--- src/core/spc_pkg.sv ---
package spc_pkg;

    localparam logic [2:0] OFS_CTRL_ONE = 3'h0;
    localparam logic [2:0] OFS_CTRL_TWO = 3'h1;
    localparam logic [2:0] OFS_STATUS = 3'h2;
    localparam logic [2:0] OFS_DATA = 3'h3;
    localparam logic [2:0] OFS_BAUD = 3'h4;
    localparam logic [2:0] OFS_EVT_STAT = 3'h5;
    localparam logic [2:0] OFS_EVT_CLR = 3'h6;
    localparam logic [2:0] OFS_EVT_EN = 3'h7;

    localparam logic [7:0] CTRL_ONE_RST = 8'h00;
    localparam logic [7:0] CTRL_TWO_RST = 8'h00;
    localparam logic [7:0] BAUD_RST = 8'h07;

    localparam logic [3:0] FRAME_LEN_8 = 4'ha;
    localparam logic [3:0] FRAME_LEN_9 = 4'hb;
    localparam logic [3:0] LONG_BREAK_EXTRA = 4'h3;
    localparam logic [3:0] DATA_LAST_8 = 4'h7;
    localparam logic [3:0] DATA_LAST_9 = 4'h8;

    localparam int EVT_BRK = 0;
    localparam int EVT_IDLE = 1;
    localparam int EVT_WAKE = 2;
    localparam int EVT_FERR = 3;

    typedef struct packed {
        logic loop_select;
        logic tx_bit8;
        logic rx_source_sel;
        logic mode9;
        logic wake_method;
        logic long_break_sel;
        logic single_wire_dir;
        logic rsvd;
    } spc_ctrl_one_t;

    typedef struct packed {
        logic tx_empty_irq_en;
        logic tx_done_irq_en;
        logic rx_full_irq_en;
        logic line_quiet_irq_en;
        logic tx_on;
        logic rx_on;
        logic rx_standby;
        logic break_send;
    } spc_ctrl_two_t;

    typedef enum logic [1:0] {TX_IDLE = 2'b00, TX_SHIFT = 2'b01} spc_tx_state_t;
    typedef enum logic [1:0] {K_DATA = 2'b00, K_IDLE = 2'b01, K_BREAK = 2'b10} spc_kind_t;
    typedef enum logic [1:0] {
        RX_IDLE = 2'b00, RX_START = 2'b01, RX_DATA = 2'b10, RX_STOP = 2'b11
    } spc_rx_state_t;

    typedef struct packed {
        spc_ctrl_one_t c1;
        spc_ctrl_two_t c2;
        logic [7:0] baud;
        logic [3:0] evt_st;
        logic [3:0] evt_en;
        logic [7:0] rdata;
        spc_tx_state_t tx_st;
        spc_kind_t tx_kind;
        logic [8:0] tx_buf;
        logic tx_empty;
        logic [13:0] tx_sh;
        logic [3:0] tx_left;
        logic [7:0] tx_cnt;
        logic brk_pend;
        logic idle_pend;
        logic tx_line;
        logic tx_own;
        logic rxd_m;
        logic rxd_s;
        logic txp_m;
        logic txp_s;
        spc_rx_state_t rx_st;
        logic [7:0] rx_cnt;
        logic [8:0] rx_sh;
        logic [3:0] rx_left;
        logic [8:0] rx_data;
        logic rx_full;
        logic idle_flag;
        logic overrun;
        logic armed;
        logic [3:0] quiet;
    } spc_state_t;

    localparam spc_state_t STATE_RST = '{
        c1: spc_ctrl_one_t'(CTRL_ONE_RST), c2: spc_ctrl_two_t'(CTRL_TWO_RST),
        baud: BAUD_RST, tx_st: TX_IDLE, tx_kind: K_DATA, rx_st: RX_IDLE,
        tx_empty: 1'b1, tx_line: 1'b1, rxd_m: 1'b1, rxd_s: 1'b1,
        txp_m: 1'b1, txp_s: 1'b1, default: '0};

endpackage

--- src/core/spc_serial_port.sv ---
`timescale 1ns/100ps
module spc_serial_port import spc_pkg::*; (
    input wire logic sys_clk, // 10 MHz system clock
    input wire logic rst_b, // Async reset, active low
    input wire logic [2:0] addr, // Register offset
    input wire logic [7:0] wdata, // Write data
    input wire logic wr_en, // Write strobe
    input wire logic rd_en, // Read strobe
    output logic [7:0] rdata, // Read data, cycle after rd_en
    output logic irq, // Interrupt request level
    output logic txd_out, // Transmit pin output value
    output logic txd_oe_b, // Transmit pin enable, low drives
    input wire logic txd_in, // Transmit pin level seen
    input wire logic rxd_in, // Receive pin level
    output logic tx_pin_owned, // Port owns transmit pin
    output logic rx_pin_owned // Port owns receive pin
);

    spc_state_t s;
    spc_state_t n;

    logic [3:0] frame_len;
    logic tx_tick;
    logic rx_tick;
    logic rx_in;
    logic tc;
    logic single_wire;
    logic [3:0] flags;
    logic [3:0] flag_en;
    spc_ctrl_two_t wr_c2;

    assign wr_c2 = spc_ctrl_two_t'(wdata);
    assign frame_len = s.c1.mode9 ? FRAME_LEN_9 : FRAME_LEN_8;
    assign tx_tick = (s.tx_cnt == 8'h00);
    assign rx_tick = (s.rx_cnt == 8'h00);
    assign single_wire = s.c1.loop_select & s.c1.rx_source_sel;
    // Internal loopback taps the transmit line register directly, no pin involved
    assign rx_in = s.c1.loop_select ? (s.c1.rx_source_sel ? s.txp_s : s.tx_line)
                                    : s.rxd_s;
    assign tc = s.tx_empty & (s.tx_st == TX_IDLE) & ~s.brk_pend & ~s.idle_pend;
    assign flags = {s.tx_empty, tc, s.rx_full, s.idle_flag};
    assign flag_en = {s.c2.tx_empty_irq_en, s.c2.tx_done_irq_en,
                      s.c2.rx_full_irq_en, s.c2.line_quiet_irq_en};

    always_comb begin
        logic [3:0] ev;
        logic [3:0] clr;
        ev = 4'h0;
        clr = 4'h0;
        n = s;
        n.rdata = 8'h00;
        n.rxd_m = rxd_in;
        n.rxd_s = s.rxd_m;
        n.txp_m = txd_in;
        n.txp_s = s.txp_m;

        // Transmit engine
        case (s.tx_st)
            TX_IDLE: begin
                n.tx_line = 1'b1;
                n.tx_cnt = s.baud;
                if (s.tx_own && s.brk_pend) begin
                    n.tx_st = TX_SHIFT;
                    n.tx_kind = K_BREAK;
                    n.brk_pend = 1'b0;
                    n.tx_sh = 14'h0000;
                    n.tx_line = 1'b0;
                    n.tx_left = (s.c1.long_break_sel ? frame_len + LONG_BREAK_EXTRA
                                                     : frame_len) - 4'h1;
                end else if (s.tx_own && s.idle_pend) begin
                    n.tx_st = TX_SHIFT;
                    n.tx_kind = K_IDLE;
                    n.idle_pend = 1'b0;
                    n.tx_sh = 14'h3fff;
                    n.tx_left = frame_len - 4'h1;
                end else if (s.tx_own && !s.tx_empty) begin
                    n.tx_st = TX_SHIFT;
                    n.tx_kind = K_DATA;
                    n.tx_empty = 1'b1;
                    n.tx_sh = s.c1.mode9 ? {4'hf, 1'b1, s.tx_buf}
                                         : {5'h1f, 1'b1, s.tx_buf[7:0]};
                    n.tx_line = 1'b0;
                    n.tx_left = frame_len - 4'h1;
                end
            end
            TX_SHIFT: begin
                if (tx_tick) begin
                    n.tx_cnt = s.baud;
                    if (s.tx_left == 4'h0) begin
                        n.tx_st = TX_IDLE;
                        n.tx_line = 1'b1;
                        if (s.tx_kind == K_BREAK) begin
                            ev[EVT_BRK] = 1'b1;
                            // Request still high: another break follows
                            if (s.c2.break_send) begin
                                n.brk_pend = 1'b1;
                            end
                        end
                        if (s.tx_kind == K_IDLE) begin
                            ev[EVT_IDLE] = 1'b1;
                        end
                    end else begin
                        n.tx_line = s.tx_sh[0];
                        n.tx_sh = {1'b1, s.tx_sh[13:1]};
                        n.tx_left = s.tx_left - 4'h1;
                    end
                end else begin
                    n.tx_cnt = s.tx_cnt - 8'h01;
                end
            end
            default: begin
                n.tx_st = TX_IDLE;
            end
        endcase

        // Register writes; placed after the engine so new data is never lost
        if (wr_en) begin
            case (addr)
                OFS_CTRL_ONE: begin
                    n.c1 = spc_ctrl_one_t'({wdata[7:1], 1'b0});
                end
                OFS_CTRL_TWO: begin
                    n.c2 = wr_c2;
                    if (wr_c2.tx_on && !s.c2.tx_on) begin
                        n.idle_pend = 1'b1;
                    end
                    // A break needs the transmitter, or it would sit unowned
                    if (wr_c2.break_send && !s.c2.break_send && wr_c2.tx_on) begin
                        n.brk_pend = 1'b1;
                    end
                end
                OFS_DATA: begin
                    n.tx_buf = {s.c1.tx_bit8, wdata};
                    n.tx_empty = 1'b0;
                end
                OFS_BAUD: begin
                    n.baud = wdata;
                end
                OFS_EVT_CLR: begin
                    clr = wdata[3:0];
                end
                OFS_EVT_EN: begin
                    n.evt_en = wdata[3:0];
                end
                default: begin
                end
            endcase
        end

        if (rd_en) begin
            case (addr)
                OFS_CTRL_ONE: n.rdata = s.c1;
                OFS_CTRL_TWO: n.rdata = s.c2;
                OFS_STATUS: n.rdata = {flags, s.overrun, s.rx_data[8],
                                       (s.rx_st != RX_IDLE), 1'b0};
                OFS_DATA: begin
                    n.rdata = s.rx_data[7:0];
                    n.rx_full = 1'b0;
                    n.idle_flag = 1'b0;
                    n.overrun = 1'b0;
                end
                OFS_BAUD: n.rdata = s.baud;
                OFS_EVT_STAT: n.rdata = {4'h0, s.evt_st};
                OFS_EVT_EN: n.rdata = {4'h0, s.evt_en};
                default: n.rdata = 8'h00;
            endcase
        end

        // Receive engine; runs after reads so a new flag beats a clear
        if (!s.c2.rx_on) begin
            n.rx_st = RX_IDLE;
            n.rx_cnt = s.baud;
            n.quiet = 4'h0;
        end else begin
            case (s.rx_st)
                RX_IDLE: begin
                    if (!rx_in) begin
                        n.rx_st = RX_START;
                        n.rx_cnt = {1'b0, s.baud[7:1]};
                        n.quiet = 4'h0;
                    end else if (rx_tick) begin
                        n.rx_cnt = s.baud;
                        if (s.quiet != frame_len) begin
                            n.quiet = s.quiet + 4'h1;
                        end
                        // One full character time of high line
                        if (s.quiet + 4'h1 == frame_len) begin
                            if (s.c2.rx_standby && !s.c1.wake_method) begin
                                n.c2.rx_standby = 1'b0;
                                ev[EVT_WAKE] = 1'b1;
                            end else if (s.armed && !s.c2.rx_standby) begin
                                n.idle_flag = 1'b1;
                                n.armed = 1'b0;
                            end
                        end
                    end else begin
                        n.rx_cnt = s.rx_cnt - 8'h01;
                    end
                end
                RX_START: begin
                    if (rx_tick) begin
                        n.rx_cnt = s.baud;
                        n.rx_left = s.c1.mode9 ? DATA_LAST_9 : DATA_LAST_8;
                        n.rx_st = rx_in ? RX_IDLE : RX_DATA;
                    end else begin
                        n.rx_cnt = s.rx_cnt - 8'h01;
                    end
                end
                RX_DATA: begin
                    if (rx_tick) begin
                        n.rx_cnt = s.baud;
                        n.rx_sh = {rx_in, s.rx_sh[8:1]};
                        n.rx_left = s.rx_left - 4'h1;
                        if (s.rx_left == 4'h0) begin
                            n.rx_st = RX_STOP;
                        end
                    end else begin
                        n.rx_cnt = s.rx_cnt - 8'h01;
                    end
                end
                RX_STOP: begin
                    if (rx_tick) begin
                        n.rx_cnt = s.baud;
                        n.rx_st = RX_IDLE;
                        ev[EVT_FERR] = ~rx_in;
                        // Top data bit lands in bit 8 in both formats
                        if (s.c2.rx_standby && s.c1.wake_method && s.rx_sh[8]) begin
                            n.c2.rx_standby = 1'b0;
                            ev[EVT_WAKE] = 1'b1;
                        end
                        if (!s.c2.rx_standby ||
                            (s.c1.wake_method && s.rx_sh[8])) begin
                            if (n.rx_full) begin
                                n.overrun = 1'b1;
                            end else begin
                                n.rx_data = s.c1.mode9 ? s.rx_sh
                                                       : {1'b0, s.rx_sh[8:1]};
                                n.rx_full = 1'b1;
                                n.armed = 1'b1;
                            end
                        end
                    end else begin
                        n.rx_cnt = s.rx_cnt - 8'h01;
                    end
                end
                default: begin
                    n.rx_st = RX_IDLE;
                end
            endcase
        end

        n.evt_st = (s.evt_st & ~clr) | ev;
        // Hold the pin until every queued character has left
        n.tx_own = n.c2.tx_on | (s.tx_own & ((n.tx_st == TX_SHIFT) | n.brk_pend |
                                 n.idle_pend | ~n.tx_empty));
    end

    always_ff @(posedge sys_clk or negedge rst_b) begin
        if (!rst_b) begin
            s <= STATE_RST;
        end else begin
            s <= n;
        end
    end

    assign rdata = s.rdata;
    assign irq = (|(flags & flag_en)) | (|(s.evt_st & s.evt_en));
    assign txd_out = s.tx_line;
    // Single wire with direction low turns the line round for receive
    assign txd_oe_b = ~(s.tx_own & ~(single_wire & ~s.c1.single_wire_dir));
    assign tx_pin_owned = s.tx_own;
    assign rx_pin_owned = s.c2.rx_on & ~s.c1.loop_select;
endmodule // spc_serial_port

--- config.mk ---
export PLATFORM = sky130hd
export DESIGN_NAME = spc_serial_port
export DESIGN_NICKNAME = d
export VERILOG_FILES = /design/src/core/spc_pkg.sv /design/src/core/spc_serial_port.sv
export SDC_FILE = /design/constraint.sdc
export NUM_CORES = 1
export LEC_CHECK = 0
export BUFFER_PORTS_ARGS = -buffer_cell sky130_fd_sc_hd__buf_2
export CORE_MARGIN = 2
export CORE_UTILIZATION = 42
export DETAILED_ROUTE_END_ITERATION = 6
export PLACE_DENSITY_LB_ADDON = 0.2
export SYNTH_ARGS = -nofsm -noshare
export SYNTH_HDL_FRONTEND = slang
export SYNTH_SLANG_ARGS = --single-unit
--- constraint.sdc ---
create_clock -name sys_clk -period 3.1 [get_ports sys_clk]
set_input_delay 0.62 -clock sys_clk [delete_from_list [all_inputs] [get_ports sys_clk]]
set_output_delay 0.62 -clock sys_clk [all_outputs]
set_load 0.02 [all_outputs]
==> impl_metrics.env, run 1 <==
export IMPL_die_w_um=132
export IMPL_rsz0062_at_grt="false"
export IMPL_crit_start="flags[3]$_DFF_PN1_"
export IMPL_cts_max_level=4
export IMPL_crit_fanout=5
export IMPL_seq_area_frac_synth_pct=46.4
export IMPL_wl_met1_um=8190
export IMPL_port_buffers=29
export IMPL_vdd_ir_drop_max_uv=435
export IMPL_tns_ns=0
export IMPL_rr_startpoint="s[48]$_DFFE_PN0N_"
export IMPL_cts_setup_buffers=0
export IMPL_dr_total_vias=5411
export IMPL_cts_buffers=17
export IMPL_antenna_found_initial=2
export IMPL_ys_types=86
export IMPL_dp_cells=885
export IMPL_synth_top_area_share_pct=42.9
export IMPL_rrSetupSlack_ns=0.70
export IMPL_postLayoutCellArea_sq_mm=0.00782
export IMPL_drive_gt1_share_pct=23.0
export IMPL_place_area_sq_mm=0.00722
export IMPL_initial_core_util_pct=43.1
export IMPL_met2_length_um=8220
export IMPL_wl_per_cell_um=19.1
export IMPL_clock_skew_ns=0.00709
export IMPL_dr_pass1_iters=5
export IMPL_fmax_mhz=396
export IMPL_p_clk_share_pct=31.9
export IMPL_grt_pass1_wl_um=29000
export IMPL_synth_ff_type="dfrtp_1"
export IMPL_post_dp_hpwl_um=12400
export IMPL_drtIter0Drc=376
export IMPL_areaGrowthSynthToFinish_pct=13.8
export IMPL_finalSetupViolations=0
export IMPL_clkLatencyLatePin_ns=0.42
export IMPL_rows=46
export IMPL_yosysWarningCount=0
export IMPL_clock_path_buffers=2
export IMPL_grt_max_degree=69
export IMPL_crit_arrival_ns=1.91
export IMPL_synth_nets=696
export IMPL_synthCells=665
export IMPL_intPower_mw=4.11
export IMPL_maxSlewHeadroom_pct=45.0
export IMPL_cts_sinks=127
export IMPL_final_cells=919
export IMPL_synth_area_sq_mm=0.00688
export IMPL_grt_usage_pct=21.0
export IMPL_path_class="reg -> out"
export IMPL_worst_pin_slew_ns=0.815
export IMPL_synth_area_per_cell_sq_um=10.3
export IMPL_nets=719
export IMPL_ys_top_cells_by_count="dfrtp_1 (118), nand2_1 (59), mux2_2 (55), inv_1 (36), o21ai_0 (34)"
export IMPL_synthTopCellsByArea="dfrtp_1 (43%), mux2_2 (9.0%), mux2i_1 (3.8%), dfstp_2 (3.4%), nand2_1 (3.2%)"
export IMPL_p_per_area_mw_per_mm2=811
export IMPL_yosys_cell_count_top_type="dfrtp_1"
export IMPL_hold_viol=0
export IMPL_period_minus_slack_ns=2.53
export IMPL_die_area_sq_mm=0.0174
export IMPL_synth_edff_count=0
export IMPL_synth_seq_cells=127
export IMPL_required_ns=2.48
export IMPL_viasPerCell=5.89
export IMPL_maxCapViolations=0
export IMPL_cts_tree="done"
export IMPL_grt_ovfl_total=0
export IMPL_cts_root_buf="clkbuf_16"
export IMPL_period_share_pct=81.5
export IMPL_ios=30
export IMPL_globalplace_congestion=0.864
export IMPL_coreArea_sq_mm=0.0159
export IMPL_p_seq_share_pct=39.4
export IMPL_hold_class="in -> async"
export IMPL_synth_top_area_cell="dfrtp_1"
export IMPL_grt_pass1_vias=5320
export IMPL_combPwrFrac_pct=28.6
export IMPL_drv_slew=0
export IMPL_drc=0
export IMPL_routed_wl_um=17600
export IMPL_switching_share_pct=35.2
export IMPL_clk_pin_slew_worst_paths_ns=0.06
export IMPL_routed_top_layer="met4"
export IMPL_dieHeight_um=132
export IMPL_ys_async_sr_fraction_pct=100
export IMPL_start_kind="flop"
export IMPL_ant_nets=0
export IMPL_wl_met3_um=754
export IMPL_holdBufCountCts=0
export IMPL_end_kind="output pin"
export IMPL_p_leak_nw=3.45
export IMPL_p_switching_mw=2.23
export IMPL_status="complete, no violations"
export IMPL_cts_resized_gates=0
export IMPL_p_total_mw=6.34
[layout make-up]
type | instances | area (sq um)
Fill cell | 1501 | 8120
Multi-Input combinational cell | 460 | 3340
Timing Repair Buffer | 46 | 288
Tap cell | 216 | 270
Clock inverter | 11 | 129
Inverter | 36 | 135
Sequential cell | 127 | 3190
Clock buffer | 21 | 470
Antenna cell | 2 | 5.00
[flip-flops by register name (all words and copies together) (netlist names)]
register and cells:
flag_en 4, flags 3, n 2, rdata 8, s 108, tx_pin_owned 1
txd_out 1
[stage by stage]
stage | worst slack, ns | hold WS [ns] | utilization, %
global route | 0.515 | 0.132 | 49.1
CTS | 0.574 | 0.121 | 49.0
detailed placement | 0.715 | 0.349 | 45.3
finish | 0.573 | 0.115 | 49.1
global placement | 0.792 | 0.350 | 45.3
floorplan | 0.803 | 0.324 | -
[kinds of logic after synthesis]
group | after synthesis | synth area share [%]
AO/OA/AOI/OAI | 173 | 17.4
XOR/XNOR | 7 | 0.892
adder cells (fa/ha/maj) | 15 | 2.69
buffers and inverters | 78 | 5.19
flip-flops | 127 | 46.4
multiplexers | 82 | 13.1
other | 1 | 0.0545
AND/OR/NAND/NOR | 182 | 14.3
[worst paths after layout]
kind,endpoint,cells past startpoint
worst max-delay path,irq,4
worst min-delay path,s[87]$_DFF_PN0_,1
worst max register to register,s[62]$_DFFE_PN0P_,7
worst min register to register,s[42]$_DFF_PN1_,0
max in group asynchronous,s[1]$_DFFE_PN0P_,2
min in group sys_clk,n[40]$_DFF_PN1_,1
[power by group through the flow]
| stage | Combinational (mW) | Sequential, mW | Clock (mW) |
|---|---|---|---|
| after global routing | 2.02 | 2.56 | 2.14 |
| after detailed placement | 1.81 | 2.51 | 0 |
| after floorplan | 1.39 | 2.34 | 0 |
| after global placement | 1.76 | 2.50 | 0 |
| final | 1.82 | 2.50 | 2.03 |
| after CTS | 1.82 | 2.49 | 2.05 |
[cell usage in the layout (no fill, tap or decap), types with 8 or more instances in the layout]
master / instances
a21oi_1: 33
a22oi_1: 8
a31oi_1: 15
buf_2: 28
buf_4: 17
clkbuf_16: 17
dfrtp_1: 118
dfstp_2: 9
ha_1: 14
inv_1: 36
mux2_2: 55
mux2i_1: 26
nand2_1: 59
nand3_1: 16
nor2_1: 28
nor3_1: 14
o211ai_1: 8
o21ai_0: 34
[routing by layer]
metal	global-route usage, %	vias up
met5	0	-
met1	29.3	2715
met4	8.70	0
met2	32.4	178
met3	3.92	30
li1	-	2488
[worst max-delay path: stages, from the launching register on]
cell and delay [ns]:
dfstp_2 0.58, nor3b_1 0.41, nand3_1 0.17, nand4_1 0.15
buf_2 0.18
No activity file was read; power rests on OpenSTA's default activity.
==> run 2: changes to the inputs <==
==> constraint.sdc (replaced) <==
create_clock -name sys_clk -period 2.6 [get_ports sys_clk]
set_input_delay 0.52 -clock sys_clk [delete_from_list [all_inputs] [get_ports sys_clk]]
set_output_delay 0.52 -clock sys_clk [all_outputs]
set_load 0.02 [all_outputs]
==> run 2 against run 1 <==
Critical endpoint unchanged; critical path type unchanged; global-route usage hardly changed; via count is 0.28% lower; register-to-register slack worse by 0.46 ns; flip-flop and latch count stayed put; core utilization is 0.34 points higher; clock power is 15% higher; die area stayed put; wire length is 1.1% higher; hold slack better by 0.0097 ns; cell count is 0.98% higher; first-iteration DRC count is 14% higher; clock skew is 0.0099 ns higher.
==> impl_metrics.env, run 2 (synthesized netlist as in run 1, its figures left out) <==
export IMPL_clkLatencyLatePin_ns=0.42
export IMPL_worst_path_buf_inv=1
export IMPL_drc=0
export IMPL_cts_max_level=4
export IMPL_status="complete, no violations"
export IMPL_hold_viol=0
export IMPL_final_common_cell="dfrtp_1"
export IMPL_routed_wl_um=17800
export IMPL_antenna_found_initial=1
export IMPL_crit_chain="nor3b_1, nand3_1, nand4_1, buf_2"
export IMPL_clock_skew_ns=0.0170
export IMPL_grt_pass1_wl_um=29000
export IMPL_post_dp_hpwl_um=12600
export IMPL_drive_gt1_share_pct=24.2
export IMPL_crit_start="flags[3]$_DFF_PN1_"
export IMPL_coreArea_sq_mm=0.0159
export IMPL_path_class="reg -> out"
export IMPL_cts_sinks=127
export IMPL_clock_path_buffers=2
export IMPL_num_fill_cells=1478
export IMPL_post_place_ws_ns=0.253
export IMPL_drv_slew=0
export IMPL_port_buffers=29
export IMPL_rows=46
export IMPL_dr_total_vias=5396
export IMPL_areaGrowthSynthToFinish_pct=14.6
export IMPL_grt_max_degree=47
export IMPL_cts_root_buf="clkbuf_16"
export IMPL_p_leak_nw=3.49
export IMPL_maxSlewHeadroom_pct=49.5
export IMPL_ant_nets=0
export IMPL_maxCapViolations=0
export IMPL_required_ns=2.08
export IMPL_grt_pass1_vias=5405
export IMPL_cts_setup_buffers=0
export IMPL_max_stage_delay_ns=0.58
export IMPL_dp_cells=895
export IMPL_largest_register="s"
export IMPL_critPathTopFamily="simple AND/OR/NAND/NOR gates"
export IMPL_grt_ovfl_total=0
export IMPL_tns_ns=0
export IMPL_die_w_um=132
export IMPL_hold_class="in -> async"
export IMPL_hold_ws_ns=0.125
export IMPL_die_area_sq_mm=0.0174
export IMPL_cts_resized_gates=0
export IMPL_rsz0062_at_grt="false"
export IMPL_layout_common_cells="dfrtp_1 (118), nand2_1 (59), mux2_2 (55)"
export IMPL_grt_usage_pct=21.0
export IMPL_crit_fanout=5
export IMPL_nets=729
export IMPL_postLayoutCellArea_sq_mm=0.00788
export IMPL_drtIter0Drc=429
export IMPL_wl_per_cell_um=19.1
export IMPL_p_per_area_mw_per_mm2=953
export IMPL_end_kind="output pin"
export IMPL_worst_pin_slew_ns=0.747
export IMPL_place_area_sq_mm=0.00729
export IMPL_period_minus_slack_ns=2.46
export IMPL_dieHeight_um=132
export IMPL_start_kind="flop"
export IMPL_clk_pin_slew_worst_paths_ns=0.06
export IMPL_viasPerCell=5.81
export IMPL_rr_startpoint="s[30]$_DFF_PN0_"
export IMPL_largest_register_ffs=108
export IMPL_globalplace_congestion=0.879
export IMPL_layout_setup_ws_ns=0.135
export IMPL_period_share_pct=94.8
export IMPL_holdBufCountCts=0
export IMPL_initial_core_util_pct=43.1
export IMPL_final_cells=928
export IMPL_finalSetupViolations=0
export IMPL_cts_tree="done"
export IMPL_ios=30
export IMPL_cts_buffers=17
export IMPL_dr_pass1_iters=5
export IMPL_crit_arrival_ns=1.94
export IMPL_fmax_mhz=406
export IMPL_vdd_ir_drop_max_uv=530
export IMPL_cpMaxStageDelayCell="dfstp_2"
-- run 2: cell count changes in the layout (fill, tap and decap cells not counted) --
cell,before,now
inv_6,3,5
bufinv_16,2,1
diode_2,2,1
buf_4,17,27
clkinv_4,2,3
clkinvlp_4,2,3
clkbuf_8,3,2
clkinv_2,2,1
clkbuf_1,1,0
-- run 2: final timing paths --
| check | to | cells after the start | slack (ns) |
|---|---|---|---|
| max | irq | 4 | 0.14 |
| min | s[54]$_DFFE_PN0N_ | 1 | 0.12 |
| max reg2reg | s[16]$_DFFE_PN0P_ | 6 | 0.24 |
| min reg2reg | s[42]$_DFF_PN1_ | 0 | 0.35 |
| max in group asynchronous | n[40]$_DFF_PN1_ | 2 | 1.71 |
| min in group sys_clk | n[40]$_DFF_PN1_ | 1 | 0.21 |
-- run 2: where the power goes --
| group | total [mW] | switching [mW] | internal (mW) |
|---|---|---|---|
| combinational | 2.19 | 1.22 | 0.971 |
| clock | 2.33 | 0.952 | 1.38 |
| sequential | 2.98 | 0.528 | 2.45 |
-- run 2: metrics by stage --
stage	utilization [%]	power, mW
2_1_floorplan	-	4.45
3_3_place_gp	45.8	5.11
3_5_place_dp	45.8	5.17
4_1_cts	49.4	7.53
5_1_grt	49.4	7.94
6_report	49.4	7.51
-- run 2: cell type report --
cell class                      instances  area (sq um)  area share, %
Sequential cell                       127          3190           40.5
Tap cell                              216           270           3.43
Antenna cell                            1          2.50         0.0318
Timing Repair Buffer                   56           363           4.61
Multi-Input combinational cell        460          3340           42.4
Clock buffer                           19           453           5.75
Inverter                               36           135           1.72
Clock inverter                         13           128           1.62
-- run 2: routing by layer --
layer / global-route usage, % / up-vias / wire [um]
met1: 29.3 / 2720 / 8320
met5: 0 / - / 0
li1: - / 2520 / -
met2: 32.8 / 138 / 8410
met4: 7.25 / 0 / 280
met3: 4.11 / 18 / 740
-- run 2: worst reg2reg max path: cells and delay by family (launching register included) --
kind	cells	cell delay, ns
flops	1	0.43
mux	1	0.23
buf+inv	1	0.08
fa+ha+maj	1	0.24
simple gates	3	1.31
==> run 3: changes to the inputs <==
--- a/config.mk
+++ b/config.mk
@@ -6,6 +6,7 @@
 export NUM_CORES = 1
 export LEC_CHECK = 0
 export BUFFER_PORTS_ARGS = -buffer_cell sky130_fd_sc_hd__buf_2
+export CORE_ASPECT_RATIO = 0.5
 export CORE_MARGIN = 2
 export CORE_UTILIZATION = 42
 export DETAILED_ROUTE_END_ITERATION = 6
==> run 3 against run 2 <==
Sequential power hardly changed; wire length down 2.0%; count of clock-buffer cells in the layout down 1; first-iteration DRC count decreased by 3.5%; maximum frequency decreased by 0.50%; cell count increased by 0.75%; global-route usage rose by 0.26 points; via count decreased by 1.2%; critical path depth did not move; die area is 0.36% higher; flip-flop and latch count unchanged; highest routed layer unchanged.
==> impl_metrics.env, run 3 (synthesized netlist as in run 1, its figures left out) <==
export IMPL_cts_tree="done"
export IMPL_path_class="reg -> out"
export IMPL_die_w_um=185
export IMPL_clock_path_buffers=2
export IMPL_globalplace_congestion=0.852
export IMPL_layout_setup_ws_ns=0.123
export IMPL_routed_wl_um=17400
export IMPL_period_share_pct=95.3
export IMPL_cpMaxStageDelayCell="dfstp_2"
export IMPL_status="complete, no violations"
export IMPL_ant_nets=0
export IMPL_grt_usage_pct=21.3
export IMPL_clk_pin_slew_worst_paths_ns=0.06
export IMPL_max_stage_delay_ns=0.60
export IMPL_crit_fanout=5
export IMPL_p_seq_share_pct=40.5
export IMPL_crit_arrival_ns=1.96
export IMPL_antenna_found_initial=0
export IMPL_maxSlewHeadroom_pct=37.9
export IMPL_cts_max_level=4
export IMPL_areaGrowthSynthToFinish_pct=13.8
export IMPL_cts_root_buf="clkbuf_16"
export IMPL_p_leak_nw=3.44
export IMPL_largest_register_ffs=108
export IMPL_wl_per_cell_um=18.6
export IMPL_place_area_sq_mm=0.00728
export IMPL_largest_register="s"
export IMPL_fmax_mhz=404
export IMPL_crit_chain="nor3b_1, nand3_1, nand4_1, buf_2"
export IMPL_switching_share_pct=36.8
export IMPL_drive_gt1_share_pct=23.6
export IMPL_die_area_sq_mm=0.0175
export IMPL_post_place_ws_ns=0.250
export IMPL_p_per_area_mw_per_mm2=941
export IMPL_p_total_mw=7.36
export IMPL_rsz0062_at_grt="false"
export IMPL_layout_common_cells="dfrtp_1 (118), nand2_1 (59), mux2_2 (55)"
export IMPL_ios=30
export IMPL_nets=726
export IMPL_hold_viol=0
export IMPL_initial_core_util_pct=42.5
export IMPL_dp_cells=902
export IMPL_rows=33
export IMPL_coreArea_sq_mm=0.0162
export IMPL_hold_class="in -> reg"
export IMPL_tns_ns=0
export IMPL_end_kind="output pin"
export IMPL_grt_max_degree=83
export IMPL_post_dp_hpwl_um=12100
export IMPL_cts_buffers=17
export IMPL_combPwrFrac_pct=29.8
export IMPL_grt_pass1_wl_um=28600
export IMPL_worst_path_buf_inv=1
export IMPL_p_clk_share_pct=29.7
export IMPL_start_kind="flop"
export IMPL_drtIter0Drc=414
export IMPL_cts_resized_gates=0
export IMPL_intPower_mw=4.65
export IMPL_viasPerCell=5.70
export IMPL_vdd_ir_drop_max_uv=486
export IMPL_maxCapViolations=0
export IMPL_worst_pin_slew_ns=0.919
export IMPL_p_switching_mw=2.71
export IMPL_drc=0
export IMPL_hold_ws_ns=0.199
export IMPL_diodes=0
export IMPL_dr_pass1_iters=5
export IMPL_final_core_util_pct=48.3
export IMPL_required_ns=2.08
export IMPL_final_common_cell="dfrtp_1"
export IMPL_drv_slew=0
export IMPL_grt_ovfl_total=0
export IMPL_dieHeight_um=94.5
export IMPL_postLayoutCellArea_sq_mm=0.00783
export IMPL_dr_total_vias=5331
export IMPL_critPathTopFamily="simple AND/OR/NAND/NOR gates"
export IMPL_finalSetupViolations=0
export IMPL_grt_pass1_vias=5213
export IMPL_num_fill_cells=1550
export IMPL_final_cells=935
export IMPL_port_buffers=29
export IMPL_period_minus_slack_ns=2.48
export IMPL_clkLatencyLatePin_ns=0.42
export IMPL_cts_sinks=127
export IMPL_clock_skew_ns=0.0126
-- run 3: worst paths after layout --
kind,from,end,slack [ns],cells after the start
max,flags[3]$_DFF_PN1_,irq,0.12,4
min in group asynchronous,rst_b,s[65]$_DFFE_PN0P_,0.54,2
min reg2reg,n[42]$_DFF_PN1_,s[42]$_DFF_PN1_,0.35,0
min,txd_in,n[40]$_DFF_PN1_,0.20,1
max reg2reg,s[38]$_DFFE_PN0P_,s[33]$_DFF_PN0_,0.24,6
max in group asynchronous,rst_b,n[42]$_DFF_PN1_,1.28,3
-- run 3: power by group through the flow --
stage                     clock network [mW]  registers (mW)  logic (mW)
final                                   2.19            2.98        2.20
after global routing                    2.31            3.06        2.45
after CTS                               2.23            2.97        2.19
after detailed placement                   0            3.00        2.18
after global placement                     0            2.99        2.13
after floorplan                            0            2.80        1.66
-- run 3: metal layers --
| metal | track usage, % | up-vias | share of wire [%] |
|---|---|---|---|
| met5 | 0 | - | 0 |
| li1 | - | 2518 | - |
| met4 | 5.29 | 0 | 0.76 |
| met3 | 4.01 | 15 | 3.9 |
| met1 | 31.2 | 2686 | 51 |
| met2 | 32.5 | 112 | 44 |
-- run 3: what timing repair did --
| action | 4_1_cts | 5_1_grt |
|---|---|---|
| hold buffers | 1 | 0 |
| buffers inserted | 0 | 0 |
| endpoints found under the hold margin | 9 | 0 |
-- run 3: layout make-up --
type	instances	area (sq um)	share of cell area [%]
Clock buffer	18	429	5.48
Clock inverter	14	108	1.38
Inverter	36	135	1.73
Multi-Input combinational cell	460	3340	42.6
Sequential cell	127	3190	40.8
Tap cell	227	284	3.63
Timing Repair Buffer	53	343	4.38
-- run 3: worst reg2reg max path, delay by kind of cell, from the launching register on --
family	cells	cell delay, ns
AO/OA/AOI/OAI	2	0.95
flip-flops	1	0.43
AND/OR/NAND/NOR	2	0.43
adder cells (fa/ha/maj)	1	0.34
buffers and inverters	1	0.11
